==> src/core/uart_pin_pkg.sv <==
// Shared constants for the serial bridge pin-control block.
// Assumes a single 25 MHz system clock and synchronous inputs.
`default_nettype none
package uart_pin_pkg;
    // Clock and timing
    localparam int CLK_HZ = 25_000_000;
    localparam int RI_PULSE_MS = 20;
    localparam int RI_PULSE_CYC = (RI_PULSE_MS * (CLK_HZ / 1000));
    localparam int RI_CNT_W = 20;

    // Auxiliary pin count and function code width
    localparam int AUX_N = 5;
    localparam int AUX_FN_W = 4;

    // Auxiliary pin function codes held in configuration memory
    localparam logic [3:0] FN_TX_ACTIVITY_LED_N = 4'h0;
    localparam logic [3:0] FN_RX_ACTIVITY_LED_N = 4'h1;
    localparam logic [3:0] FN_TX_DRIVER_ENABLE = 4'h2;
    localparam logic [3:0] FN_POWER_ENABLE_N = 4'h3;
    localparam logic [3:0] FN_SLEEP = 4'h4;
    localparam logic [3:0] FN_IO_IN = 4'h5;
    localparam logic [3:0] FN_DRIVE_0 = 4'h6;
    localparam logic [3:0] FN_DRIVE_1 = 4'h7;

    // Factory functions, pin 4 down to pin 0
    localparam logic [4:0][3:0] AUX_DEFAULT = {FN_SLEEP, FN_POWER_ENABLE_N, FN_TX_DRIVER_ENABLE, FN_RX_ACTIVITY_LED_N, FN_TX_ACTIVITY_LED_N};

    // Pin positions
    localparam int PIN_POWER_ENABLE_N = 3;
    localparam int PIN_OUT_ONLY = 4;

    // Reset values
    localparam logic TXD_RST = 1'b1;
    localparam logic HS_N_RST = 1'b1;
    localparam logic [4:0] AUX_OE_N_RST = 5'h1F;
    localparam logic [4:0] AUX_O_RST = 5'h1F;
    localparam logic [4:0] AUX_PULL_RST = 5'h00;

    // Ring-indicator wake detector states
    typedef enum logic [1:0] {WK_IDLE, WK_COUNT, WK_HOLD} wake_state_e;
endpackage
`default_nettype wire

==> src/core/usb_uart_pin_control.sv <==
// Pin-level control of the USB serial bridge: UART lines, modem handshakes,
// configurable auxiliary pins, suspend pulls, remote wake, clear, test, clock select.
// Assumes all inputs are synchronous to clk_sys; configuration arrives as plain ports.
//
// Functional notes
// - Ring indicator low for 20 ms while enabled and suspended requests USB resume.
// - Device resets while the active-low external clear input is low.
// - Each auxiliary pin function comes from configuration memory, not fixed hardware.
// - Auxiliary pin 4 is output only outside reset, which releases it; factory default is active-low suspend indicator.
// - Factory pins 0-3: tx LED low, rx LED low, driver enable, power enable low.
// - Optional config makes input-mode pins pull weakly low during USB suspend.
// - Active-low power enable is driven high throughout USB suspend.
// - Device drives data out, DTR, RTS; partner drives the rest; handshakes active low.
// - Optional external 12 MHz oscillator used; internal clock when none is present.
`default_nettype none
module usb_uart_pin_control #(
    parameter int RI_PULSE_CYC = uart_pin_pkg::RI_PULSE_CYC // Wake pulse length
) (
    input wire logic clk_sys, // System clock, 25 MHz
    input wire logic srst, // Synchronous reset, active high
    input wire logic ce, // Clock enable, freezes state when low
    input wire logic ext_clear_n, // External clear, active low
    input wire logic test_sel, // Factory test select
    input wire logic osc_in_present, // External oscillator detected on osc_in
    input wire logic cfg_loaded, // Configuration memory contents valid
    input wire logic [uart_pin_pkg::AUX_N-1:0][uart_pin_pkg::AUX_FN_W-1:0] aux_fn_cfg, // Codes
    input wire logic pull_low_in_suspend, // Config option: pull inputs low in suspend
    input wire logic remote_wake_en, // Config option: remote wake enabled
    input wire logic usb_suspend, // USB link suspended
    input wire logic tx_active, // Transmit activity from framer
    input wire logic rx_active, // Receive activity from framer
    input wire logic tx_busy, // Transmit frame in progress
    input wire logic txd_core, // Serial data from framer
    input wire logic dtr_core_n, // DTR request from core, active low
    input wire logic rts_core_n, // RTS request from core, active low
    input wire logic rxd, // Serial data in pin
    input wire logic cts_n, // Clear to send pin
    input wire logic dsr_n, // Data set ready pin
    input wire logic carrier_detect_n, // Carrier detect pin
    input wire logic ring_indicator_n, // Ring indicator pin
    input wire logic [uart_pin_pkg::AUX_N-1:0] aux_pin_i, // Aux pin input levels
    output logic txd_r, // Serial data out pin
    output logic dtr_n_r, // Data terminal ready pin
    output logic rts_n_r, // Request to send pin
    output logic rxd_r, // Registered serial data in
    output logic cts_n_r, // Registered clear to send
    output logic dsr_n_r, // Registered data set ready
    output logic carrier_detect_n_r, // Registered carrier detect
    output logic ring_indicator_n_r, // Registered ring indicator
    output logic [uart_pin_pkg::AUX_N-1:0] aux_pin_o_r, // Aux pin output levels
    output logic [uart_pin_pkg::AUX_N-1:0] aux_pin_oe_n_r, // Aux drive enable, low drives
    output logic [uart_pin_pkg::AUX_N-1:0] aux_pin_in_r, // Registered aux input levels
    output logic [uart_pin_pkg::AUX_N-1:0] aux_pull_dn_r, // Weak pull low, else pull up
    output logic resume_req_r, // Resume request to USB engine
    output logic test_mode_r, // IC test mode entered
    output logic clk_sel_ext_r // Running from external oscillator
);
    import uart_pin_pkg::*;

    logic rst_int;

    // Pick the effective function of one pin
    function automatic logic [3:0] pick_fn(input int idx, input logic loaded,
                                           input logic [3:0] cfg);
        logic [3:0] f;
        f = loaded ? cfg : AUX_DEFAULT[idx];
        if (idx == PIN_OUT_ONLY && (f == FN_IO_IN || f[3])) begin
            f = FN_SLEEP;
        end
        return f;
    endfunction

    // Decode a function into {oe_n, level}
    function automatic logic [1:0] drive(input logic [3:0] f, input logic txa,
                                         input logic rxa, input logic busy,
                                         input logic susp);
        logic [1:0] d;
        case (f)
            FN_TX_ACTIVITY_LED_N: d = {1'b0, !txa};
            FN_RX_ACTIVITY_LED_N: d = {1'b0, !rxa};
            FN_TX_DRIVER_ENABLE: d = {1'b0, busy};
            FN_POWER_ENABLE_N: d = {1'b0, susp};
            FN_SLEEP: d = {1'b0, !susp};
            FN_DRIVE_0: d = {1'b0, 1'b0};
            FN_DRIVE_1: d = {1'b0, 1'b1};
            default: d = {1'b1, 1'b0};
        endcase
        return d;
    endfunction

    // External clear joins the system reset
    assign rst_int = srst || !ext_clear_n;

    // Serial and handshake lines
    logic txd_nxt, dtr_n_nxt, rts_n_nxt;
    logic rxd_nxt, cts_n_nxt, dsr_n_nxt, dcd_n_nxt, ri_n_nxt;
    logic test_nxt, clk_ext_nxt;

    always_comb begin
        txd_nxt = txd_core;
        dtr_n_nxt = dtr_core_n;
        rts_n_nxt = rts_core_n;
        rxd_nxt = rxd;
        cts_n_nxt = cts_n;
        dsr_n_nxt = dsr_n;
        dcd_n_nxt = carrier_detect_n;
        ri_n_nxt = ring_indicator_n;
        test_nxt = test_sel;
        clk_ext_nxt = osc_in_present;
    end

    always_ff @(posedge clk_sys) begin
        if (rst_int) begin
            txd_r <= TXD_RST;
            dtr_n_r <= HS_N_RST;
            rts_n_r <= HS_N_RST;
            rxd_r <= 1'b1;
            cts_n_r <= HS_N_RST;
            dsr_n_r <= HS_N_RST;
            carrier_detect_n_r <= HS_N_RST;
            ring_indicator_n_r <= HS_N_RST;
            test_mode_r <= 1'b0;
            clk_sel_ext_r <= 1'b0;
        end else if (ce) begin
            txd_r <= txd_nxt;
            dtr_n_r <= dtr_n_nxt;
            rts_n_r <= rts_n_nxt;
            rxd_r <= rxd_nxt;
            cts_n_r <= cts_n_nxt;
            dsr_n_r <= dsr_n_nxt;
            carrier_detect_n_r <= dcd_n_nxt;
            ring_indicator_n_r <= ri_n_nxt;
            test_mode_r <= test_nxt;
            clk_sel_ext_r <= clk_ext_nxt;
        end
    end

    // Auxiliary pins, one slice each
    logic [AUX_N-1:0] aux_o_nxt, aux_oe_n_nxt, aux_in_nxt, aux_pull_nxt;

    for (genvar i = 0; i < AUX_N; i++) begin : g_aux
        logic [3:0] fn;
        logic [1:0] d;

        always_comb begin
            fn = pick_fn(i, cfg_loaded, aux_fn_cfg[i]);
            d = drive(fn, tx_active, rx_active, tx_busy, usb_suspend);
            aux_oe_n_nxt[i] = d[1];
            aux_o_nxt[i] = d[0];
            aux_in_nxt[i] = aux_pin_i[i];
            aux_pull_nxt[i] = d[1] && usb_suspend && pull_low_in_suspend;
        end

        always_ff @(posedge clk_sys) begin
            if (rst_int) begin
                aux_pin_o_r[i] <= AUX_O_RST[i];
                aux_pin_oe_n_r[i] <= AUX_OE_N_RST[i];
                aux_pin_in_r[i] <= 1'b1;
                aux_pull_dn_r[i] <= AUX_PULL_RST[i];
            end else if (ce) begin
                aux_pin_o_r[i] <= aux_o_nxt[i];
                aux_pin_oe_n_r[i] <= aux_oe_n_nxt[i];
                aux_pin_in_r[i] <= aux_in_nxt[i];
                aux_pull_dn_r[i] <= aux_pull_nxt[i];
            end
        end
    end

    // Remote wake through the ring indicator
    ri_wake_detect #(
        .PULSE_CYC(RI_PULSE_CYC)
    ) u_wake (
        .clk_sys(clk_sys),
        .srst(rst_int),
        .ce(ce),
        .wake_en(remote_wake_en),
        .usb_suspend(usb_suspend),
        .ring_indicator_n(ring_indicator_n),
        .resume_req_r(resume_req_r)
    );

    // Clear input forces reset values on the next edge
    property p_clear;
        @(posedge clk_sys) disable iff (srst)
        !ext_clear_n |=> txd_r && aux_pin_oe_n_r == AUX_OE_N_RST && !resume_req_r
            && !test_mode_r;
    endproperty
    a_clear: assert property (p_clear) else $error("clear did not reset pins");

    // Configured drive-high code on pin 0 takes effect
    property p_cfg_fn;
        @(posedge clk_sys) disable iff (srst)
        (!srst && ext_clear_n && ce && cfg_loaded && aux_fn_cfg[0] == FN_DRIVE_1)
            |=> aux_pin_o_r[0] && !aux_pin_oe_n_r[0];
    endproperty
    a_cfg_fn: assert property (p_cfg_fn) else $error("pin 0 ignored configured function");

    // Pin 4 is driven after every enabled edge outside reset and clear
    property p_out_only;
        @(posedge clk_sys) disable iff (srst)
        (!srst && ext_clear_n && ce) |=> !aux_pin_oe_n_r[PIN_OUT_ONLY];
    endproperty
    a_out_only: assert property (p_out_only) else $error("pin 4 released as input");

    // Factory pins follow activity and suspend
    property p_factory;
        @(posedge clk_sys) disable iff (srst)
        (!srst && ext_clear_n && ce && !cfg_loaded) |=> aux_pin_o_r[0] == !$past(tx_active)
            && aux_pin_o_r[1] == !$past(rx_active) && aux_pin_o_r[2] == $past(tx_busy)
            && aux_pin_o_r[4] == !$past(usb_suspend);
    endproperty
    a_factory: assert property (p_factory) else $error("factory pin mapping wrong");

    // Input-mode pin 0 pulls low only when suspended with the option set
    property p_pull;
        @(posedge clk_sys) disable iff (srst)
        (!srst && ext_clear_n && ce) |=> aux_pull_dn_r[0] == ($past(usb_suspend)
            && $past(pull_low_in_suspend) && $past(cfg_loaded)
            && ($past(aux_fn_cfg[0]) == FN_IO_IN || $past(aux_fn_cfg[0][3])));
    endproperty
    a_pull: assert property (p_pull) else $error("suspend pull wrong");

    // Power enable inactive during suspend
    property p_power_enable_n;
        @(posedge clk_sys) disable iff (srst)
        (!srst && ext_clear_n && ce && !cfg_loaded && usb_suspend) |=> aux_pin_o_r[PIN_POWER_ENABLE_N]
            ##1 ($past(cfg_loaded) || !$past(usb_suspend) || aux_pin_o_r[PIN_POWER_ENABLE_N]);
    endproperty
    a_power_enable_n: assert property (p_power_enable_n) else $error("power enable active in suspend");

    // Serial outputs follow the core, and the ring indicator its pin, one cycle later
    property p_serial;
        @(posedge clk_sys) disable iff (srst)
        (!srst && ext_clear_n && ce) |=> txd_r == $past(txd_core)
            && dtr_n_r == $past(dtr_core_n) && rts_n_r == $past(rts_core_n)
            && ring_indicator_n_r == $past(ring_indicator_n);
    endproperty
    a_serial: assert property (p_serial) else $error("serial lines not passed");

    // Clock source follows oscillator presence
    property p_clk_sel;
        @(posedge clk_sys) disable iff (srst)
        (!srst && ext_clear_n && ce) |=> clk_sel_ext_r == $past(osc_in_present);
    endproperty
    a_clk_sel: assert property (p_clk_sel) else $error("clock source select wrong");
endmodule
`default_nettype wire

==> src/core/ri_wake_detect.sv <==
// Ring-indicator remote wake detector: a long low pulse requests resume.
// Assumes ring_indicator_n is synchronous to clk_sys.
`default_nettype none
module ri_wake_detect #(
    parameter int PULSE_CYC = uart_pin_pkg::RI_PULSE_CYC // Low time in cycles
) (
    input wire logic clk_sys, // System clock
    input wire logic srst, // Synchronous reset
    input wire logic ce, // Clock enable
    input wire logic wake_en, // Remote wake enabled in config
    input wire logic usb_suspend, // USB link suspended
    input wire logic ring_indicator_n, // Ring indicator, active low
    output logic resume_req_r // One-cycle resume request
);
    import uart_pin_pkg::*;

    wake_state_e state_r, state_nxt;
    logic [RI_CNT_W-1:0] cnt_r, cnt_nxt;
    logic resume_nxt;
    logic armed;

    // Pulse length measurement
    always_comb begin
        state_nxt = state_r;
        cnt_nxt = cnt_r;
        resume_nxt = 1'b0;
        armed = wake_en && usb_suspend && !ring_indicator_n;
        case (state_r)
            WK_IDLE: begin
                if (armed) begin
                    state_nxt = WK_COUNT;
                    cnt_nxt = RI_CNT_W'(1);
                end
            end
            WK_COUNT: begin
                if (!armed) begin
                    state_nxt = WK_IDLE;
                end else if (cnt_r == RI_CNT_W'(PULSE_CYC - 1)) begin
                    state_nxt = WK_HOLD;
                    resume_nxt = 1'b1;
                end else begin
                    cnt_nxt = cnt_r + RI_CNT_W'(1);
                end
            end
            WK_HOLD: begin
                if (ring_indicator_n) begin
                    state_nxt = WK_IDLE;
                end
            end
            default: state_nxt = WK_IDLE;
        endcase
    end

    // State registers
    always_ff @(posedge clk_sys) begin
        if (srst) begin
            state_r <= WK_IDLE;
            cnt_r <= '0;
            resume_req_r <= 1'b0;
        end else if (ce) begin
            state_r <= state_nxt;
            cnt_r <= cnt_nxt;
            resume_req_r <= resume_nxt;
        end
    end

    // Resume only after a full-length low pulse while suspended and enabled
    property p_wake_resume;
        @(posedge clk_sys) disable iff (srst)
        $rose(resume_req_r) |-> $past(cnt_r) == RI_CNT_W'(PULSE_CYC - 1)
            && $past(usb_suspend) && $past(wake_en) && !$past(ring_indicator_n);
    endproperty
    a_wake_resume: assert property (p_wake_resume) else $error("resume without full RI pulse");
endmodule
`default_nettype wire

==> config.mk <==
export PLATFORM = sky130hd
export DESIGN_NAME = usb_uart_pin_control
export DESIGN_NICKNAME = d
export VERILOG_FILES = /design/src/core/uart_pin_pkg.sv /design/src/core/usb_uart_pin_control.sv /design/src/core/ri_wake_detect.sv
export SDC_FILE = /design/constraint.sdc
export NUM_CORES = 1
export LEC_CHECK = 0
export ABC_AREA = 1
export BUFFER_PORTS_ARGS = -buffer_cell sky130_fd_sc_hd__buf_4
export CAP_MARGIN = 20
export CORE_ASPECT_RATIO = 0.8
export CORE_MARGIN = 3
export CORE_UTILIZATION = 57
export CTS_BUF_LIST = sky130_fd_sc_hd__clkbuf_16
export CTS_CLUSTER_DIAMETER = 50
export DETAILED_ROUTE_END_ITERATION = 10
export GPL_TIMING_DRIVEN = 1
export PLACE_DENSITY = 0.84
export RECOVER_POWER = 50
export SLEW_MARGIN = 25
export SYNTH_ARGS = -nofsm -noshare
export SYNTH_HDL_FRONTEND = slang
export SYNTH_SLANG_ARGS = --single-unit
==> constraint.sdc <==
create_clock -name clk_sys -period 5.35 [get_ports clk_sys]
set_clock_uncertainty 0.1 [all_clocks]
set_input_delay 0 -clock clk_sys [delete_from_list [all_inputs] [get_ports clk_sys]]
set_output_delay 0 -clock clk_sys [all_outputs]
set_load 0.01 [all_outputs]
== Yosys cells after proc, flatten, opt, wreduce, memory -nomap -nowiden ==
Cells that the tools add are included.

* Flip-flop bits (word level): 53
* Input port bits: 46
* Output and inout port bits: 31
* Logic and storage cells: 124

* $add $sub $neg: 1
* Equal/unequal tests: 39
* Multiplexer cells: 23
* Reduce and logical (&&, ||, !) cells: 28

{| class="wikitable"
|+ Operator list
! cell !! number
|-
| one-hot mux 2 bit (7 select lines) || 5
|-
| == test 4 x 3 -> 1 bit (second input constant) || 16
|-
| 2-to-1 mux 20 bit || 3
|-
| == test 4 x 2 -> 1 bit (second input constant) || 10
|-
| one-hot mux 20 bit (2 select lines) || 1
|-
| 2-to-1 mux 4 bit || 6
|-
| adder 20 x 1 -> 20 bit (second input constant) || 1
|-
| == test 20 x 19 -> 1 bit (second input constant) || 1
|-
| == test 4 x 1 -> 1 bit (second input constant) || 5
|-
| zero test 4 bit || 5
|-
| logical AND 1 bit || 12
|-
| 2-to-1 mux 2 bit || 4
|-
| one-hot mux 2 bit (3 select lines) || 1
|-
| zero test 1 bit || 5
|-
| AND reduction 5 bit || 1
|-
| inequality test 2 x 1 -> 1 bit (second input constant) || 2
|-
| inequality test 2 bit (second input constant) || 2
|-
| AND reduction 4 bit || 1
|-
| 2-to-1 mux 1 bit || 3
|-
| inequality test 3 bit (second input constant) || 1
|-
| == test 2 x 1 -> 1 bit (second input constant) || 1
|-
| == test 2 bit (second input constant) || 1
|-
| zero test 2 bit || 1
|-
| logical OR 1 bit || 2
|-
| nonzero test 2 bit || 1
|}

== Depth between registers and ports, before layout ==
* Depth after elaboration: 8
* Mapped depth: 11

== Hierarchy ==
From an unflattened synthesis, not the netlist that was laid out.

* Cell total of the unflattened synthesis: 482
* Area, all modules: 3,093.0 sq um

{| class="wikitable"
|+ Modules (own cells, without submodules)
! module !! instances !! cells each !! area an instance (sq um) !! sequential area each (sq um)
|-
| usb_uart_pin_control || 1 || 240 || 1,564.0 || 600.6
|-
| ri_wake_detect || 1 || 242 || 1,529.0 || 460.4
|}

== Least setup slack after synthesis ==
OpenSTA, ideal clock, no wires.

* Path type: flip-flop to flip-flop
* From: reg u_wake.cnt_r[0]
* To: reg u_wake.cnt_r[4]
* Library setup time: 132 ps
* Arrival time: 1,508 ps
* Required time: 5,118 ps
* Slack: 3,610 ps
* Stages on the path, launching flop included: 10
* Buffers on the path: 1
* Period minus slack after synthesis: 1,740 ps
* Cells stage by stage: dfxtp_1 -> ha_1 -> nand3_2 -> nor2_2 -> nand4_4 -> nand2_4 -> inv_2 -> buf_6 -> nand2_1 -> a21oi_2

* Word-level cells in the longest chain between the ends: 4
* Elaborated cells between the ends (all ways): 7

{| class="wikitable"
|+ RTL lines
! element !! RTL line !! source
|-
| start, declared || ri_wake_detect.sv:18 || <nowiki>logic [RI_CNT_W-1:0] cnt_r, cnt_nxt;</nowiki>
|-
| start signal, assigned || ri_wake_detect.sv:62 || <nowiki>cnt_r <= cnt_nxt;</nowiki>
|-
| adder 20 x 1 -> 20 bit || ri_wake_detect.sv:42 || <nowiki>cnt_nxt = cnt_r + RI_CNT_W'(1);</nowiki>
|-
| 2-to-1 mux 20 bit || ri_wake_detect.sv:38 || <nowiki>end else if (cnt_r == RI_CNT_W'(PULSE_CYC - 1)) begin</nowiki>
|-
| 2-to-1 mux 20 bit || ri_wake_detect.sv:36 || <nowiki>if (!armed) begin</nowiki>
|-
| one-hot mux 20 bit (2 select lines) || ri_wake_detect.sv:28 || <nowiki>case (state_r)</nowiki>
|}

Several ways; a longest one is shown, not always the timed one. The select of a mux whose other input is x is not followed.
A chain may end at the register's enable or synchronous reset.

== Final worst setup path ==
* From: in srst
* To: reg u_wake.cnt_r[2]

* Word-level cells in the longest chain between the ends: 1

{| class="wikitable"
|+ RTL lines
! element !! RTL line !! source
|-
| start, declared || usb_uart_pin_control.sv:20 || <nowiki>input wire logic srst,</nowiki>
|-
| logical OR 1 bit || usb_uart_pin_control.sv:92 || <nowiki>assign rst_int = srst || !ext_clear_n;</nowiki>
|}

No other way between the ends.

==> results.toml <==
[run_status]
status = "finished, violations left"
violations = "design-rule violations"

[global_route]
grt-ovfl-total = 0
grt_max_degree = 34
grt_antenna_before_repair = 0
grt_pass1_vias = 3266
grt_pass1_wl_um = 15900
grt_usage = 0.323

[finish]
final_layout_size_suffix_gt1_frac = 0.137
final_cell_mix = "nand2_1 (146), nor2_1 (59), dfxtp_1 (53)"
regArea_mm2 = 0.00106
fin_nets = 615
area.growth.synth_to_final_pct = 30.8
layout_commonest_cell = "nand2_1"
diodes = 0
multi_input_area_mm2 = 0.00168
n_fill_cell = 370

[critical_path]
arrival_ns = 3.29
startpoint_type = "input pin"
cp_max_fo = 19
cp.required_ns = 5.47
path_class = "in -> reg"
endpoint_kind = "flop"

[route]
vias = 3617
drt_iter0_drc = 405
antenna_left = 0
first_pass_iters = 10
routed_wl_um = 10100
drc = 2
wire_per_inst_um = 16.0
avgViaCountPerCell = 5.75

[synth]
ys_seq_area_frac = 0.353
ys_ff_latch = 53
synth_cell_type_count = 34
syn_area_per_cell_um2 = 6.42
syn_inst = 469
synth_top_area_cell = "dfxtp_1"
yosys_warnings = 0
synth_top_area_frac = 0.353
synth_ff_type = "dfxtp_1"
async_reset_ff_frac = 0
synth_area_leaders = "dfxtp_1 (35%), nand2_1 (18%), nor2_1 (7.2%), nand3_1 (7.2%), a21oi_1 (5.2%)"
syn_nets = 516
synthesis.area_mm2 = 0.00301
synth-edff-count = 0

[sta]
relSlewSlack = 0.0928
finalCriticalPeriod_ns = 3.17
slew_viol_final = 0
setup_violations = 0
hold_viol = 0
fmax_ghz = 0.315
holdWs_ns = 0.0140
fin_crit_sh = 0.593
setup-tns-final_ns = 0
rsz0062_at_grt = "no"
tightest_slew_ns = 1.36

[pwr]
p_clk_frac = 0.410
peakVddDrop_mv = 0.314
p_per_area_mw_per_mm2 = 230
switching_share = 0.247
leakage_nw = 1.56
switchingPower_mw = 0.224
internal_power_mw = 0.682
comb_power_share = 0.138
seqPwrFrac = 0.451

[placement]
dp_hpwl_um = 6370
io_buffers = 76
gp_congestion = 0.960

[floorplanning]
boundaryPins = 77
fp-row-count = 22
core_area_mm2 = 0.00484
start_util = 0.621
die-area_mm2 = 0.00619
die_w_um = 87.2
die_y_um = 71.0

[clocking]
htreeDepth = 2
cts.path.max_buffers = 2
clk_pin_slew_worst_paths_ns = 0.07
insertion_delay_ns = 0.29
numCtsBuffers = 5
root_buffer = "clkbuf_16"
ctsResizeCount = 0
tritoncts = "done"
postCtsSetupRepairBufs = 0
clkSinkCount = 53

[run]
drv_cap = 0

[worst_hold_path]
hold_path_class = "in -> reg"
-- worst paths after layout --
| path | endpoint | start | slack, ns | depth (start not counted) |
|---|---|---|---|---|
| max | u_wake.cnt_r[2] | srst | 2.18 | 8 |
| max reg2reg | u_wake.cnt_r[0] | u_wake.cnt_r[0] | 3.12 | 8 |
| min | aux_pin_oe_n_r[2] | aux_fn_cfg[11] | 0.01 | 5 |
| min reg2reg | aux_pin_oe_n_r[4] | aux_pin_oe_n_r[4] | 0.36 | 2 |
-- per-layer routing --
metal,GRT usage,part of all wire,vias up
met1,0.420,0.41,1656
met3,0.0547,0.11,14
met5,0,0,-
met2,0.560,0.47,231
met4,0.0716,0.011,0
li1,-,-,1716
-- worst max-delay path, cell delays in order --
cell and delay [ns]:
dlygate4sd3_1 0.54, clkbuf_4 0.13, nor2_1 1.01, inv_1 0.64, buf_4 0.40, nor2_1 0.28, o21ai_0 0.15, a21oi_1 0.14
-- power by group through the flow --
stage	Combinational [mW]	Clock [mW]	Sequential, mW
floorplan	0.0534	0	0.421
global placement	0.106	0	0.417
detailed placement	0.109	0	0.417
CTS	0.127	0.370	0.408
global route	0.136	0.388	0.410
finish	0.125	0.372	0.409
-- area by class of cell --
| cell class | instances | area share |
|---|---|---|
| clock buffers | 5 | 0.0318 |
| repair buffers | 109 | 0.199 |
| well taps | 60 | 0.0191 |
| clock inverters | 3 | 0.0118 |
| flip-flops and latches | 53 | 0.270 |
| multi-input cells | 355 | 0.427 |
| inverters | 44 | 0.0420 |
-- synth_stat cells, types with 3 or more instances --
cell	n
xor2_1	4
dfxtp_1	53
clkbuf_1	7
buf_2	4
buf_1	3
nor2_2	5
inv_2	3
nand3b_1	3
nand4_1	12
a21oi_2	8
o211ai_1	6
nor2_1	58
o21ai_0	14
inv_1	40
a21oi_1	31
nand2_1	146
nand2_2	3
nor3_1	8
nand3_1	43
-- logic make-up (layout without fill, tap and decap cells) --
| family | after synthesis | count (layout) | share of synthesized area |
|---|---|---|---|
| compound gates | 63 | 63 | 0.123 |
| xor+xnor | 5 | 5 | 0.0146 |
| fa+ha+maj | 1 | 1 | 0.00416 |
| buf+inv | 61 | 161 | 0.0881 |
| flops | 53 | 53 | 0.353 |
| simple gates | 286 | 286 | 0.417 |
-- stage by stage --
step / power, mW / worst slack [ns] / utilization / cells / instance area (um^2)
2_1_floorplan: 0.474 / 3.61 / - / 469 / 3010
3_3_place_gp: 0.523 / 3.18 / 0.735 / 589 / 3560
3_5_place_dp: 0.526 / 3.15 / 0.735 / 589 / 3560
4_1_cts: 0.905 / 2.88 / 0.837 / 629 / 4050
5_1_grt: 0.934 / 2.02 / 0.812 / 629 / 3940
6_report: 0.906 / 2.18 / 0.812 / 629 / 3940
-- sequential cells by signal, indices dropped and copies added (netlist names), 2 cells and up --
name            count
aux_pull_dn_r       5
aux_pin_in_r        5
u_wake.cnt_r       20
u_wake.state_r      2
aux_pin_o_r         5
aux_pin_oe_n_r      5
-- repair_timing --
action	in CTS	in global routing
endpoints found under the setup margin	0	0
hold endpoints to repair	21	0
hold buffers	32	0
Note: power is estimated with default switching activity, not from simulation.
